## src/common/fsca_pkg.sv

```systemverilog
// Purpose: Shared constants and types for the flash status and configuration access unit.
// Assumes: SPI mode 0 or 3; the system clock is far faster than the serial clock.
// Notes:   Opcodes, bit positions and default timing counts live here; the bench sets its own program count and the bound assertions take that of fsca_top.
package fsca_pkg;

	// Opcodes and command sequence bytes.
	localparam logic [7:0] OP_STATUS_READ = 8'hd7;
	localparam logic [7:0] OP_CFG_READ    = 8'h3f;
	localparam logic [7:0] SEQ_B1         = 8'h3d;
	localparam logic [7:0] SEQ_B2         = 8'h2a;
	localparam logic [7:0] SEQ_B3         = 8'h81;
	localparam logic [7:0] SEQ_QUAD_ON    = 8'h66;
	localparam logic [7:0] SEQ_QUAD_OFF   = 8'h67;

	// Field positions.
	localparam int IDLE_BIT      = 7;
	localparam int MATCH_BIT     = 6;
	localparam int CAP_LSB       = 2;
	localparam int GUARD_BIT     = 1;
	localparam int PAGE_BIT      = 0;
	localparam int WFAIL_BIT     = 5;
	localparam int LOCKDOWN_BIT  = 3;
	localparam int HOLD_TWO_BIT  = 2;
	localparam int HOLD_ONE_BIT  = 1;
	localparam int ERASE_HB_BIT  = 0;
	localparam int QUAD_BIT      = 7;

	// Shipped power-up value and fixed read-only patterns.
	localparam logic [7:0] CFG_RESERVED_VAL = 8'h08;
	localparam logic       QUAD_SHIP_VAL    = 1'b0;
	localparam logic [3:0] CAP_CODE_DEFAULT = 4'h5;

	// Configuration program time in ns and its cycle count at 200 MHz.
	localparam int CLK_PERIOD_NS        = 5;
	localparam int CFG_PROGRAM_TIME_NS  = 15000000;
	localparam int CFG_PROGRAM_CYCLES   = CFG_PROGRAM_TIME_NS / CLK_PERIOD_NS;
	localparam int BIT_CNT_RESET        = 0;

	typedef enum logic [1:0] {
		FSCA_CMD    = 2'b00,
		FSCA_STATUS = 2'b01,
		FSCA_CFG    = 2'b11,
		FSCA_IGNORE = 2'b10
	} fsca_mode_t;

	// Device-side condition inputs gathered as one carrier.
	typedef struct packed {
		logic       op_running;
		logic       match_fail;
		logic       guard_active;
		logic       binary_page;
		logic       write_fail;
		logic       lockdown_allowed;
		logic       prog_hold_buf_two;
		logic       prog_hold_buf_one;
		logic       erasure_halted;
	} fsca_cond_t;

	// Serial output pin as data plus enable.
	typedef struct packed {
		logic data;
		logic oe;
	} fsca_so_t;

endpackage

```

## src/rtl/fsca_top.sv

```systemverilog
// Purpose: Status read, configuration read and quad enable/disable for a serial flash.
// Assumes: Pins are asynchronous and pass two flip-flops; serial clock below mclk/4.
// Notes:   The four_lane_enable bit models a nonvolatile cell and keeps its value across
//          rst_n_in; only a power-up of the simulator leaves it at its shipped value.
`timescale 1ns/10ps

// Functional notes
// - Opcode D7h starts status output, one bit per serial clock after the opcode.
// - After status byte two, output restarts at status byte one while selected.
// - Status read accepted anytime, even busy; every repetition uses fresh values.
// - Bit 7 of both bytes is idle_flag, resampled for each byte sent.
// - Deselecting at any time ends the read and floats the serial output.
// - Byte one bit 6 shows the latest compare result, 1 on mismatch.
// - Byte one bits 5:2 return a fixed capacity lookup code.
// - Byte one bit 1 reads 1 while sector protection is enabled.
// - Byte one bit 0 reads 1 for 512-byte pages, 0 for 528.
// - Byte two bit 5 reports a real erase or program failure only.
// - Byte two bit 3 reads 1 while sector lockdown is still accepted.
// - Byte two bit 2 flags a suspended buffer-two program.
// - Byte two bit 1 flags a suspended buffer-one program.
// - Byte two bit 0 flags any suspended erase.
// - Opcode 3Fh, issued when idle, repeats the configuration byte while selected.
// - Above rated clock the first configuration byte is invalid; host uses later.
// - Configuration byte is nonvolatile; reset leaves four_lane_enable alone; ships 0.
// - Only bit 7 is writable via commands; bit 3 reads 1, others 0.
// - With quad enabled, quad commands valid and guard/reset pins become data lanes.
// - With quad disabled, quad opcodes invalid and pins keep control functions.
// - Sequence 3D 2A 81 66 then deselect programs four_lane_enable to 1.
// - Sequence 3D 2A 81 67 then deselect programs four_lane_enable to 0.
// - While programming the configuration byte, status reports busy.
module fsca_top
	import fsca_pkg::*;
#(
	parameter logic [3:0] CAP_CODE       = CAP_CODE_DEFAULT,
	parameter int         CFG_PROG_COUNT = CFG_PROGRAM_CYCLES
)
(
	// Clock and reset
	input  wire logic             mclk_in,
	input  wire logic             rst_n_in,
	// Serial pins from the host
	input  wire logic             cs_n_in,
	input  wire logic             sclk_in,
	input  wire logic             si_in,
	// Serial output pin
	output fsca_pkg::fsca_so_t    so_out,
	// Internal device conditions
	input  fsca_pkg::fsca_cond_t  cond_in,
	// Quad lane control
	output logic                  four_lane_enable_out,
	output logic                  quad_cmds_valid_out,
	output logic                  pins_as_lanes_out,
	output logic                  cfg_busy_out
);
	import fsca_pkg::*;

	logic [2:0]  cs_sync_reg;
	logic [2:0]  sclk_sync_reg;
	logic [1:0]  si_sync_reg;
	logic        cs_act;
	logic        sclk_rise;
	logic        sclk_fall;
	logic        cs_end;
	logic [7:0]  shift_reg;
	logic [7:0]  shift_next;
	logic [2:0]  bit_cnt_reg;
	logic [2:0]  byte_cnt_reg;
	fsca_mode_t  mode_reg;
	logic        seq_ok_reg;
	logic [1:0]  seq_kind_reg;
	logic [7:0]  tx_reg;
	logic        tx_second_reg;
	logic        quad_reg = QUAD_SHIP_VAL;
	logic        quad_target_reg;
	logic        prog_active_reg;
	logic [31:0] prog_cnt_reg;
	logic [7:0]  status_one;
	logic [7:0]  status_two;
	logic [7:0]  cfg_byte;
	logic        busy;

	// The middle and last stages feed logic; the first stage is read by nothing else.
	always_ff @(posedge mclk_in)
	begin
		if (!rst_n_in)
		begin
			cs_sync_reg   <= 3'h7;
			sclk_sync_reg <= 3'h0;
			si_sync_reg   <= 2'h0;
		end
		else
		begin
			cs_sync_reg   <= {cs_sync_reg[1:0], cs_n_in};
			sclk_sync_reg <= {sclk_sync_reg[1:0], sclk_in};
			si_sync_reg   <= {si_sync_reg[0], si_in};
		end
	end

	assign cs_act    = !cs_sync_reg[1];
	assign cs_end    = cs_sync_reg[1] && !cs_sync_reg[2];
	assign sclk_rise = sclk_sync_reg[1] && !sclk_sync_reg[2];
	assign sclk_fall = !sclk_sync_reg[1] && sclk_sync_reg[2];
	assign shift_next = {shift_reg[6:0], si_sync_reg[1]};

	assign busy = cond_in.op_running || prog_active_reg;

	// Status bytes are built combinationally so every byte load sees fresh values.
	always_comb
	begin
		status_one               = 8'h00;
		status_one[IDLE_BIT]     = !busy;
		status_one[MATCH_BIT]    = cond_in.match_fail;
		status_one[CAP_LSB +: 4] = CAP_CODE;
		status_one[GUARD_BIT]    = cond_in.guard_active;
		status_one[PAGE_BIT]     = cond_in.binary_page;
		status_two               = 8'h00;
		status_two[IDLE_BIT]     = !busy;
		status_two[WFAIL_BIT]    = cond_in.write_fail;
		status_two[LOCKDOWN_BIT] = cond_in.lockdown_allowed;
		status_two[HOLD_TWO_BIT] = cond_in.prog_hold_buf_two;
		status_two[HOLD_ONE_BIT] = cond_in.prog_hold_buf_one;
		status_two[ERASE_HB_BIT] = cond_in.erasure_halted;
		cfg_byte                 = CFG_RESERVED_VAL;
		cfg_byte[QUAD_BIT]       = quad_reg;
	end

	// Input shifter and bit counter, restarted by each new frame.
	always_ff @(posedge mclk_in)
	begin
		if (!rst_n_in || !cs_act)
		begin
			shift_reg    <= 8'h00;
			bit_cnt_reg  <= 3'(BIT_CNT_RESET);
			byte_cnt_reg <= 3'h0;
		end
		else if (sclk_rise)
		begin
			shift_reg   <= shift_next;
			bit_cnt_reg <= bit_cnt_reg + 3'h1;
			if (bit_cnt_reg == 3'h7 && byte_cnt_reg != 3'h7)
				byte_cnt_reg <= byte_cnt_reg + 3'h1;
		end
	end

	// Command decoding: the first byte picks the mode, later bytes check the sequence.
	always_ff @(posedge mclk_in)
	begin
		if (!rst_n_in || !cs_act)
		begin
			mode_reg     <= FSCA_CMD;
			seq_ok_reg   <= 1'b0;
			seq_kind_reg <= 2'h0;
		end
		else if (sclk_rise && bit_cnt_reg == 3'h7)
		begin
			unique case (mode_reg)
				FSCA_CMD:
				begin
					if (shift_next == OP_STATUS_READ)
						mode_reg <= FSCA_STATUS;
					else if (shift_next == OP_CFG_READ && !busy)
						mode_reg <= FSCA_CFG;
					else if (shift_next == SEQ_B1 && !busy)
					begin
						mode_reg   <= FSCA_IGNORE;
						seq_ok_reg <= 1'b1;
					end
					else
						mode_reg <= FSCA_IGNORE;
				end
				FSCA_IGNORE:
				begin
					if (byte_cnt_reg == 3'h1)
						seq_ok_reg <= seq_ok_reg && shift_next == SEQ_B2;
					else if (byte_cnt_reg == 3'h2)
						seq_ok_reg <= seq_ok_reg && shift_next == SEQ_B3;
					else if (byte_cnt_reg == 3'h3)
					begin
						if (seq_ok_reg && shift_next == SEQ_QUAD_ON)
							seq_kind_reg <= 2'h1;
						else if (seq_ok_reg && shift_next == SEQ_QUAD_OFF)
							seq_kind_reg <= 2'h2;
						else
							seq_kind_reg <= 2'h0;
					end
					else
						seq_kind_reg <= 2'h0; // Extra bytes void the command.
				end
				FSCA_STATUS, FSCA_CFG:
				begin
					mode_reg <= mode_reg;
				end
			endcase
		end
	end

	// Output shifter: a byte is loaded at the opcode's last rising edge and each
	// eighth rising edge after, and bits change on falling edges of the serial clock.
	always_ff @(posedge mclk_in)
	begin
		if (!rst_n_in || !cs_act)
		begin
			tx_reg        <= 8'h00;
			tx_second_reg <= 1'b0;
		end
		else if (sclk_rise && bit_cnt_reg == 3'h7)
		begin
			if (mode_reg == FSCA_CMD && shift_next == OP_STATUS_READ)
			begin
				tx_reg        <= status_one;
				tx_second_reg <= 1'b1;
			end
			else if (mode_reg == FSCA_CMD)
				tx_reg <= cfg_byte;
			else if (mode_reg == FSCA_STATUS)
			begin
				tx_reg        <= tx_second_reg ? status_two : status_one;
				tx_second_reg <= !tx_second_reg;
			end
			else
				tx_reg <= cfg_byte;
		end
		else if (sclk_fall && bit_cnt_reg != 3'h0)
			tx_reg <= {tx_reg[6:0], 1'b0};
	end

	// Serial output pin, floated whenever the frame is not a read.
	always_ff @(posedge mclk_in)
	begin
		if (!rst_n_in || !cs_act)
			so_out <= '0;
		else if (sclk_fall && (mode_reg == FSCA_STATUS || mode_reg == FSCA_CFG))
		begin
			so_out.oe <= 1'b1;
			// The shifter moves on this same edge, so a shifting fall must show the next bit.
			if (bit_cnt_reg == 3'h0)
				so_out.data <= tx_reg[7];
			else
				so_out.data <= tx_reg[6];
		end
	end

	// Program cycle for the configuration bit, started only by a complete sequence.
	always_ff @(posedge mclk_in)
	begin
		if (!rst_n_in)
		begin
			prog_active_reg <= 1'b0;
			prog_cnt_reg    <= 32'h0;
			quad_target_reg <= 1'b0;
		end
		else if (cs_end && seq_kind_reg != 2'h0 && !prog_active_reg)
		begin
			prog_active_reg <= 1'b1;
			prog_cnt_reg    <= 32'(CFG_PROG_COUNT);
			quad_target_reg <= seq_kind_reg == 2'h1;
		end
		else if (prog_active_reg)
		begin
			if (prog_cnt_reg <= 32'h1)
				prog_active_reg <= 1'b0;
			prog_cnt_reg <= prog_cnt_reg - 32'h1;
		end
	end

	// Nonvolatile cell: not touched by reset, only by a finishing program cycle.
	always_ff @(posedge mclk_in)
	begin
		if (prog_active_reg && prog_cnt_reg <= 32'h1)
			quad_reg <= quad_target_reg;
	end

	// Quad-lane effects of the configuration bit.
	always_ff @(posedge mclk_in)
	begin
		if (!rst_n_in)
		begin
			four_lane_enable_out <= 1'b0;
			quad_cmds_valid_out  <= 1'b0;
			pins_as_lanes_out    <= 1'b0;
			cfg_busy_out         <= 1'b0;
		end
		else
		begin
			four_lane_enable_out <= quad_reg;
			quad_cmds_valid_out  <= quad_reg;
			pins_as_lanes_out    <= quad_reg;
			cfg_busy_out         <= prog_active_reg;
		end
	end

endmodule

```

## config.mk

```make
export PLATFORM = sky130hd
export DESIGN_NAME = fsca_top
export DESIGN_NICKNAME = d
export VERILOG_FILES = /design/src/common/fsca_pkg.sv /design/src/rtl/fsca_top.sv
export SDC_FILE = /design/constraint.sdc
export NUM_CORES = 1
export LEC_CHECK = 0
export ABC_AREA = 1
export BUFFER_PORTS_ARGS = -buffer_cell sky130_fd_sc_hd__buf_2
export CORE_MARGIN = 3
export CORE_UTILIZATION = 45
export CTS_CLUSTER_DIAMETER = 100
export DETAILED_ROUTE_END_ITERATION = 8
export PLACE_DENSITY = 0.63
export SLEW_MARGIN = 20
export SYNTH_ARGS = -nofsm -noshare
export SYNTH_HDL_FRONTEND = slang
export SYNTH_SLANG_ARGS = --single-unit
```

## constraint.sdc

```tcl
create_clock -name mclk_in -period 2.9 [get_ports mclk_in]
set_clock_uncertainty 0.2 [all_clocks]
set_input_delay 0.29 -clock mclk_in [delete_from_list [all_inputs] [get_ports mclk_in]]
set_output_delay 0.29 -clock mclk_in [all_outputs]
set_load 0.03 [all_outputs]
```

Word level (Yosys, flattened, before mapping)
Cells that the tools add are included.
W data, S select, Z words.
{"block": "classes", "add_sub_neg": 3, "n_lt_le_gt_ge": 1, "n_eq_ne": 21, "mux": 26, "n_bitwise": 3, "reduce_logical": 41}
{"cell": "$mux W22", "count": 2}
{"cell": "$mux W8", "count": 5}
{"cell": "$le A32 B1 Y1 const B", "count": 1}
{"cell": "$sub A32 B1 Y32 const B", "count": 1}
{"cell": "$eq A8 B6 Y1 const B", "count": 3}
{"cell": "$logic_and A1 B1 Y1", "count": 17}
{"cell": "$eq A8 B7 Y1 const B", "count": 2}
{"cell": "$eq A8 B8 Y1 const B", "count": 2}
{"cell": "$mux W1", "count": 13}
{"cell": "$reduce_bool A2 Y1", "count": 5}
{"cell": "$mux W2", "count": 4}
{"cell": "$logic_not A1 Y1", "count": 7}
{"cell": "$mux W7", "count": 1}
{"cell": "$add A3 B1 Y3 const B", "count": 2}
{"cell": "$eq A3 B2 Y1 const B", "count": 2}
{"cell": "$ne A2 B2 Y1 const B", "count": 3}
{"cell": "$ne A3 B3 Y1 const B", "count": 2}
{"cell": "$reduce_and A6 Y1", "count": 1}
{"cell": "$eq A2 B1 Y1 const B", "count": 2}
{"cell": "$eq A2 B2 Y1 const B", "count": 2}
{"cell": "$reduce_and A2 Y1", "count": 2}
{"cell": "$reduce_and A4 Y1", "count": 1}
{"cell": "$eq A3 B1 Y1 const B", "count": 1}
{"cell": "$eq A3 B3 Y1 const B", "count": 1}
{"cell": "other kinds (9)", "count": 13}
{"block": "word_totals", "ff_bits": 74, "in_bits": 14}

Logic depth before layout (Yosys ltp)
Gate-level depths: netlist (run 1).
{"block": "depth", "ltp_word": 7, "depth_mapped": 11, "depth_no_buf": 11}

Worst setup path after synthesis (run 1)
OpenSTA, ideal clock, no wires.
{"block": "synth_path", "path_type": "register to register", "from": "register prog_cnt_reg[0]", "to": "register prog_cnt_reg[30]", "t_arrival_ns": 1.326, "required_ns": 2.572, "slack_ns": 1.247, "stages_incl_launch_ff": 12, "n_path_buf": 0, "period_less_slack_ns": 1.653, "cell_sequence": "dfxtp_1 inv_1 ha_1 nand2_1 nor2_1 nand2_1 nor2_4 nand2_1 nor2_1 nand2_1 nand2_1 nor2_1"}
{"block": "synth_via", "elab_chain_cells": 1}
{"item": "start: declaration", "line_no": "fsca_top.sv:76", "source": "logic [31:0] prog_cnt_reg;"}
{"item": "start signal: assignment", "line_no": "fsca_top.sv:255", "source": "prog_cnt_reg <= 32'(CFG_PROG_COUNT);"}
{"item": "start signal: assignment", "line_no": "fsca_top.sv:262", "source": "prog_cnt_reg <= prog_cnt_reg - 32'h1;"}
{"item": "$sub A32 B1 Y32", "line_no": "fsca_top.sv:262"}
Every way passes these cells.
A chain may end at the register's enable or synchronous reset.

Final worst setup path (run 1)
{"block": "layout_path", "from": "register bit_cnt_reg[0]", "to": "register seq_ok_reg"}
{"block": "layout_via", "elab_chain_cells": 3}
{"item": "start: declaration", "line_no": "fsca_top.sv:66", "source": "logic [2:0] bit_cnt_reg;"}
{"item": "start signal: assignment", "line_no": "fsca_top.sv:133", "source": "bit_cnt_reg <= 3'(BIT_CNT_RESET);"}
{"item": "start signal: assignment", "line_no": "fsca_top.sv:139", "source": "bit_cnt_reg <= bit_cnt_reg + 3'h1;"}
{"item": "$eq A3 B3 Y1", "line_no": "fsca_top.sv:154", "source": "else if (sclk_rise && bit_cnt_reg == 3'h7)"}
{"item": "$logic_and A1 B1 Y1", "line_no": "fsca_top.sv:154"}
{"item": "$reduce_and A6 Y1 (no source line)"}
{"item": "end signal: assignment", "line_no": "fsca_top.sv:151", "source": "seq_ok_reg <= 1'b0;"}
{"item": "end signal: assignment", "line_no": "fsca_top.sv:166", "source": "seq_ok_reg <= 1'b1;"}
{"item": "end signal: assignment", "line_no": "fsca_top.sv:174", "source": "seq_ok_reg <= seq_ok_reg && shift_next == SEQ_B2;"}
{"item": "end: declaration", "line_no": "fsca_top.sv:69", "source": "logic seq_ok_reg;"}
Every way passes these cells.

==> summary.txt, run 1 <==
Initial antenna violation count = 0
Final setup fails = 0
Cell taking the most area after synthesis = dfxtp_1
Setup CP Type = register to register
Post-CTS Setup Inserts = 0
DP HPWL = 5.874 mm
Hold Vio Cnt, Final = 0
First-pass GRT wire length = 13.03 mm
MaxCap Viol Count = 0
Unrepaired setup endpoints after global routing = false
Root Buffer = clkbuf_8
Reg-to-reg slack, setup = 0.96 ns
Setup WS post-layout = 0.9557 ns
Number of diodes = 0
Clock-pin slew on the worst setup and hold paths = 0.07 ns
Gpl congestion = 0.8465
Peak Freq = 514.3 MHz
Register area = 1491 um2
Post-synth EDFFs = 1
Die height = 95.95 um
Synthesized area = 3641 um2
Most frequent cells after synthesis = nand2_1, inv_1, dfxtp_1
Final TNS setup = 0 ns
Initial Util = 46.63%
Crit path time final = 1.944 ns
Post-synthesis sequential area ratio = 40.96%
Syn Nets = 549
Synth area leaders = dfxtp_1, nand2_1, inv_1
Pre-CTS WS = 0.9527 ns
Fraction of layout cells with a size suffix above 1 = 10.23%
Cell with the most instances after synthesis = nand2_1
Post-synth cell types = 34
CTS Buf Count = 9
CTS H-Tree Depth = 3
Cell Count, Final, Fillers Out = 659
Top FF cell, synth = dfxtp_1
Power Total = 1.929 mW
Max-slew violation count = 0
Vias in the first global route = 2948
IO Port Bufs = 19
CP Launch Type = register
Hold/Removal Path Class = input port to register
DRC viols = 0
Design area = 4091 um2
Filler cell count = 780
Area delta synth->final = 12.37%
CTS Sinks = 74
Via Count = 3216
Post-DR wirelength/cell = 11.72 um
Max VDD drop = 0.2173 mV
Nets = 576
Fin crit share = 67.04%
Post-cts repair resize count = 0
Yosys warns = 0
Multi-input logic area = 1804 um2
Placed inst area = 3845 um2
CP Data Required Time = 2.98 ns
DR pass1 iterations = 4
Outcome = finished clean
Worst slew pin tran = 0.4471 ns
Async SR Flop Fraction = 0%
Yosys top cell area share = 40.14%
Overflow after GRT = 0
Full die area = 9206 um2
Synth Instances = 525
GR Util All Layers = 18.38%
Maximum fanout along the worst path = 12
Post-DRT Antenna Nets = 0
Max_slew headroom = 69.96%
Initial DRC count = 119
Post-CTS Hold Buffers = 3
Max reg flops = 32
Clock buffer depth = 2
Die width = 95.95 um
PD cells = 471.6 nW/um2
Row count = 32
Number of primary I/O pins = 20
CTS tree = yes
Clk_lat worst skew = 0.35 ns
CP arrival = 2.02 ns
Type of destination of the critical path = register
Avg Cell Area, Syn = 6.935 um2
Placed insts = 640
Drt via density = 4.880
Static Leak = 1.830 nW
FF+latch count, synth = 74
Routed WL = 7.723 mm
Largest net degree at the start of global routing = 24
Core area = 7807 um2
-- worst max-delay path: stages, from the launching register on --
cell     delay (ns)
dfxtp_1        0.32
ha_1           0.20
ha_1           0.17
nand2_1        0.31
inv_1          0.26
nand2_1        0.12
inv_1          0.07
nand3_1        0.08
nand2_1        0.05
a21oi_1        0.11
-- per-stage QoR --
stage | utilization (%) | hold WS [ns]
floorplan | - | 0.1876
global placement | 49.25 | 0.1982
detailed placement | 49.25 | 0.2057
CTS | 52.40 | 0.004091
global route | 52.40 | 0.02479
finish | 52.40 | 0.01706
-- cell type report --
type	instances	share of cell area [%]
Timing Repair Buffer	26	3.792
Sequential cell	74	36.45
Multi-Input combinational cell	362	44.10
Tap cell	102	3.119
Clock inverter	1	0.7339
Inverter	79	7.248
Clock buffer	15	4.557
-- cell families after synthesis --
logic type	share of synthesized area (%)
AND/OR/NAND/NOR	30.93
AO/OA/AOI/OAI	14.95
buffers and inverters	9.484
flip-flops	40.96
adder cells (fa/ha/maj)	3.436
XOR/XNOR	0.2406
-- metal layers --
metal,vias to the layer above,track usage [%],wire (um)
met5,-,0,0
met4,0,7.701,128
met3,11,3.987,268
met2,49,32.77,3826
met1,1412,21.11,3501
li1,1744,-,-
-- report_power, final --
part,leakage (nW),switching (mW),internal (mW),total [mW]
clock,0.110,0.358,0.493,0.851
combinational,1.12,0.0319,0.0199,0.0519
sequential,0.599,0.00330,1.02,1.03
total,1.83,0.393,1.54,1.93
-- cells in the final DEF (no fill, tap or decap), types with 5 or more instances in the layout --
cell,n
dfxtp_1,73
a31oi_1,9
a21oi_1,41
clkbuf_8,13
inv_1,77
o21ai_0,44
nand2_1,105
nand3_1,31
nor2_4,5
buf_2,19
ha_1,10
nor2_1,70
nor3_1,9
nand4_1,9
-- worst paths after layout --
kind	cells past startpoint	from	to
max	9	bit_cnt_reg[0]	seq_ok_reg
min	3	cond_in[7]	tx_reg[6]
max reg2reg	9	bit_cnt_reg[0]	seq_ok_reg
min reg2reg	1	cs_sync_reg[0]	cs_sync_reg[1]
Power figures use the tool's default switching activity.
==> run 2, diff against run 1 <==
- PLACE_DENSITY: 0.63 -> 0.65
- clock period: 2.9 -> 1.6 ns (I/O delays scaled with it)
==> run 2 against run 1 <==
The run now ends with setup timing left. Fmax increased by 18%. Combinational power increased to 2.5 times the previous value. Clock power increased by 73%. Design area increased by 20%. Largest power group unchanged. Via count increased by 12%. Sequential share of layout area decreased by 5.8 points. Global-route usage increased by 2.5 points.
==> summary.txt, run 2 (synthesized netlist as in run 1, its figures left out) <==
Outcome = complete, but fails checks
Failing checks = setup timing
Placed inst area = 4205 um2
Maximum fanout along the worst path = 6
Max_slew headroom = 83.57%
Full die area = 9206 um2
WL met1 = 4.245 mm
Clock-pin slew on the worst setup and hold paths = 0.07 ns
Hold/Removal Path Class = input port to register
Root Buffer = clkbuf_8
Static Leak = 2.195 nW
Crit path time final = 1.648 ns
CTS Buf Count = 9
Metal3 WL = 300 um
Largest net degree at the start of global routing = 23
Drt via density = 4.968
Hold WS = 0.02389 ns
Vias in the first global route = 3518
First-pass GRT wire length = 15.04 mm
Peak Freq = 606.9 MHz
Overflow after GRT = 0
DR pass1 iterations = 4
Fin crit share = 103.0%
CTS H-Tree Depth = 3
Clock buffer depth = 2
CP Data Required Time = 1.64 ns
Gpl congestion = 0.8367
GR Util All Layers = 20.85%
Area delta synth->final = 35.36%
Commonest cells after routing, fill and taps aside = nand2_1, inv_1, buf_4
Type of destination of the critical path = register
IO Port Bufs = 19
Number of primary I/O pins = 20
Hold Vio Cnt, Final = 0
Unrepaired setup endpoints after global routing = true
Die height = 95.95 um
Max VDD drop = 0.4203 mV
Post-DR wirelength/cell = 13.02 um
DRC viols = 0
Setup CP Type = register to register
Post-DRT Antenna Nets = 0
Max-slew violation count = 0
Top Layer Used = met4
MaxCap Viol Count = 0
DP HPWL = 6.399 mm
Routed wl met2 = 4.677 mm
CTS Sinks = 74
Initial Util = 46.63%
CP Launch Type = register
Fraction of layout cells with a size suffix above 1 = 32.21%
Design area = 4928 um2
Setup WS post-layout = -0.04768 ns
Die width = 95.95 um
Final setup fails = 8
CTS tree = yes
Nets = 643
Clk_lat worst skew = 0.34 ns
Via Count = 3607
Max reg flops = 32
Initial antenna violation count = 0
Core area = 7807 um2
Routed WL = 9.456 mm
Pre-CTS WS = -0.07953 ns
PD cells = 702.2 nW/um2
Worst slew pin tran = 0.2439 ns
Row count = 32
Number of diodes = 0
Initial DRC count = 150
CP arrival = 1.68 ns
Most common cell after layout, fill and taps aside = nand2_1
[run 2: changes by cell type in the layout (fill, tap and decap cells not counted), sizes merged]
| cell | delta |
|---|---|
| clkinvlp | +1 |
| nand2 | +1 |
| clkbuf | -1 |
| dlygate4sd3 | +5 |
| buf | +61 |
[run 2: cell type report]
| cell class | count | area (um2) |
|---|---|---|
| Fill cell | 705 | 2879 |
| Multi-Input combinational cell | 363 | 2110 |
| Sequential cell | 74 | 1511 |
| Timing Repair Buffer | 92 | 681.9 |
| Inverter | 79 | 300.3 |
| Clock buffer | 14 | 162.7 |
| Tap cell | 102 | 127.6 |
| Clock inverter | 2 | 35.03 |
[run 2: repair_timing]
action,4_1_cts,5_1_grt
pin swaps,16,24
setup endpoints to repair,31,49
gates resized for setup,35,86
hold buffers,8,0
cloned,0,2
setup buffers,5,8
hold endpoints to repair,13,0
[run 2: path summary, 6_finish.rpt]
check                                        end  cells after the start  slack (ns)              from
worst max-delay path            prog_cnt_reg[25]                      9       -0.05   prog_cnt_reg[0]
worst min-delay path                   tx_reg[1]                      4        0.02        cond_in[6]
worst max register to register  prog_cnt_reg[25]                      9       -0.05   prog_cnt_reg[0]
worst min register to register  sclk_sync_reg[1]                      2        0.22  sclk_sync_reg[0]
[run 2: where the power goes]
part | switching (mW) | leakage [nW] | internal (mW) | total, mW
registers | 0.00689 | 0.606 | 1.85 | 1.86
clock network | 0.664 | 0.101 | 0.807 | 1.47
logic | 0.0715 | 1.49 | 0.0589 | 0.130
total | 0.742 | 2.20 | 2.72 | 3.46
[run 2: metal layers]
layer | track usage, % | up-vias
met4 | 9.005 | 0
li1 | - | 1881
met5 | 0 | -
met3 | 3.831 | 24
met2 | 37.00 | 60
met1 | 24.43 | 1642
[run 2: metrics by stage]
| stage | power, mW | instances | util [%] | setup TNS [ns] |
|---|---|---|---|---|
| detailed placement | 2.001 | 687 | 53.86 | -0.8375 |
| global placement | 1.999 | 687 | 53.86 | -0.4035 |
| finish | 3.461 | 726 | 63.13 | -0.1260 |
| floorplan | 1.955 | 525 | - | -0.01992 |
| global route | 3.582 | 726 | 63.13 | -1.507 |
| CTS | 3.477 | 716 | 59.10 | -0.006994 |
[run 2: worst max-delay path, cell delays in order, from the launching register on]
cell and delay, ns:
dfxtp_2 0.34, buf_6 0.12, nor2_4 0.12, nand2_4 0.08, nor2_8 0.17, nand2_4 0.10
nor2_4 0.17, nand2_1 0.07, o21ai_1 0.13, nor2_1 0.05
==> run 3, diff against run 2 <==
- BUFFER_PORTS_ARGS: -buffer_cell sky130_fd_sc_hd__buf_2 -> -buffer_cell sky130_fd_sc_hd__clkbuf_2
==> run 3 against run 2 <==
The flow now finishes without violations. Utilization shrank 0.16 points. Setup slack gained 0.063 ns. Design area shrank 0.25%. Sequential power is essentially flat. Global-route usage shrank 0.91 points. Combinational power shrank 9%. Fmax grew 4.0%. Critical path depth grew 1. Clock power grew 20%. First-iteration DRC count shrank 1.3%. Sequential share of layout area grew 0.21 points. Die area is the same. Largest power group unchanged. Highest routed layer unchanged.
==> summary.txt, run 3 (synthesized netlist as in run 1, its figures left out) <==
Outcome = finished clean
Fin crit share = 99.06%
DP HPWL = 6.193 mm
Initial Util = 46.63%
CTS tree = yes
CTS Sinks = 74
Reg2reg path depth = 10
Hold path depth = 5
Worst slew pin tran = 0.2730 ns
HP Start = cond_in[0]
Initial antenna violation count = 0
Reg-to-reg slack, setup = 0.01 ns
Clock buffer depth = 2
Hold WS = 0.01145 ns
Vias in the first global route = 3342
Hold/Removal Path Class = input port to register
Type of destination of the critical path = register
Post-DR wirelength/cell = 12.39 um
Peak Freq = 630.9 MHz
Commonest cells after routing, fill and taps aside = nand2_1, inv_1, dfxtp_1
Clock-pin slew on the worst setup and hold paths = 0.09 ns
Static Leak = 2.182 nW
Root Buffer = clkbuf_8
First-pass GRT wire length = 14.26 mm
Worst Path Buf+Inv = 0
Setup CP Type = register to register
Initial DRC count = 148
Crit-path cells = nor2_2 > nand2_2 > nor2_4 > nand2_2 > nor2_4 > nand2_2 > nor2_2 > nand2_1 > nand2_1 > nor2_1
CP max stage delay = 0.37 ns
CTS H-Tree Depth = 3
Unrepaired setup endpoints after global routing = true
Crit-path most repeated cell = nand2_2
Die height = 95.95 um
Hold EP = tx_reg[0]
Filler cell count = 699
CTS Buf Count = 9
R2R Path End = prog_cnt_reg[30]
Number of diodes = 0
PD cells = 760.0 nW/um2
Critical R2R Launch = prog_cnt_reg[4]
DR pass1 iterations = 4
Post-DRT Antenna Nets = 0
Gpl congestion = 0.8263
Largest net degree at the start of global routing = 23
Critical path's top delay family = simple AND/OR/NAND/NOR gates
Number of primary I/O pins = 20
DRC viols = 0
Crit path time final = 1.585 ns
IO Port Bufs = 19
Core area = 7807 um2
Routed WL = 8.874 mm
Hold Vio Cnt, Final = 0
Drt via density = 4.985
Full die area = 9206 um2
CP Data Required Time = 1.64 ns
Clk_lat worst skew = 0.36 ns
GR Util All Layers = 19.94%
Final setup fails = 0
Nets = 633
Die width = 95.95 um
CP arrival = 1.63 ns
Fraction of layout cells with a size suffix above 1 = 30.78%
Row count = 32
Max_slew headroom = 81.70%
MaxCap Viol Count = 0
Max VDD drop = 0.5315 mV
Power Total = 3.736 mW
Overflow after GRT = 0
Area delta synth->final = 35.02%
Max-slew violation count = 0
Maximum fanout along the worst path = 5
Max reg flops = 32
CP Launch Type = register
Most common cell after layout, fill and taps aside = nand2_1
Slowest stage cell, crit path = dfxtp_1
Via Count = 3569
==> run 3: worst max path at each step <==
| stage | to | depth (start not counted) | slack, ns | startpoint |
|---|---|---|---|---|
| after floorplan | prog_cnt_reg[30] | 11 | -0.02 | prog_cnt_reg[0] |
| after global placement | seq_kind_reg[1] | 8 | -0.1 | bit_cnt_reg[0] |
| after detailed placement | seq_kind_reg[1] | 8 | -0.11 | bit_cnt_reg[0] |
| after CTS | prog_cnt_reg[25] | 9 | -0.0002 | prog_active_reg |
| after global routing | prog_cnt_reg[30] | 11 | -0.12 | prog_cnt_reg[1] |
| final | prog_cnt_reg[30] | 10 | 0.01 | prog_cnt_reg[4] |
==> run 3: metrics by stage <==
stage	std cells	cell area [um2]	setup slack [ns]	setup TNS [ns]	util [%]
global placement	686	4198	-0.09900	-0.3647	53.77
global route	716	4916	-0.1249	-0.6518	62.96
finish	716	4916	0.01497	0	62.96
detailed placement	686	4198	-0.1128	-1.129	53.77
CTS	714	4682	-0.0001785	-0.0001785	59.97
floorplan	525	3651	-0.01992	-0.01992	-
==> run 3: repair_timing <==
| action | CTS | global route |
|---|---|---|
| pin swaps | 10 | 24 |
| hold endpoints to repair | 9 | 0 |
| gates resized for setup | 39 | 73 |
| setup buffers | 4 | 2 |
| setup endpoints to repair | 33 | 39 |
| hold buffers | 9 | 0 |
==> run 3: tightest hold or removal path, stage by stage <==
cell and delay (ns):
clkbuf_2 0.07, o21ai_0 0.06, o21ai_0 0.08, nand2_1 0.06
a21oi_1 0.11
==> run 3: per-layer routing <==
layer | global-route usage (%) | share of wire [%]
met4 | 10.31 | 2.1
met5 | 0 | 0
met3 | 3.284 | 3.9
met1 | 23.16 | 45
met2 | 35.09 | 49
==> run 3: power by group <==
part           internal, mW  total (mW)  switching (mW)  leakage [nW]
logic                0.0517       0.118          0.0660          1.45
registers              1.85        1.86         0.00644         0.607
clock network          1.02        1.76           0.742         0.125
==> run 3: cell type report <==
cell class	count	area, um2	area share, %
Clock buffer	11	162.7	3.309
Inverter	79	305.3	6.210
Timing Repair Buffer	83	601.8	12.24
Clock inverter	5	82.58	1.680
Tap cell	102	127.6	2.596
Multi-Input combinational cell	362	2118	43.09
Sequential cell	74	1518	30.87
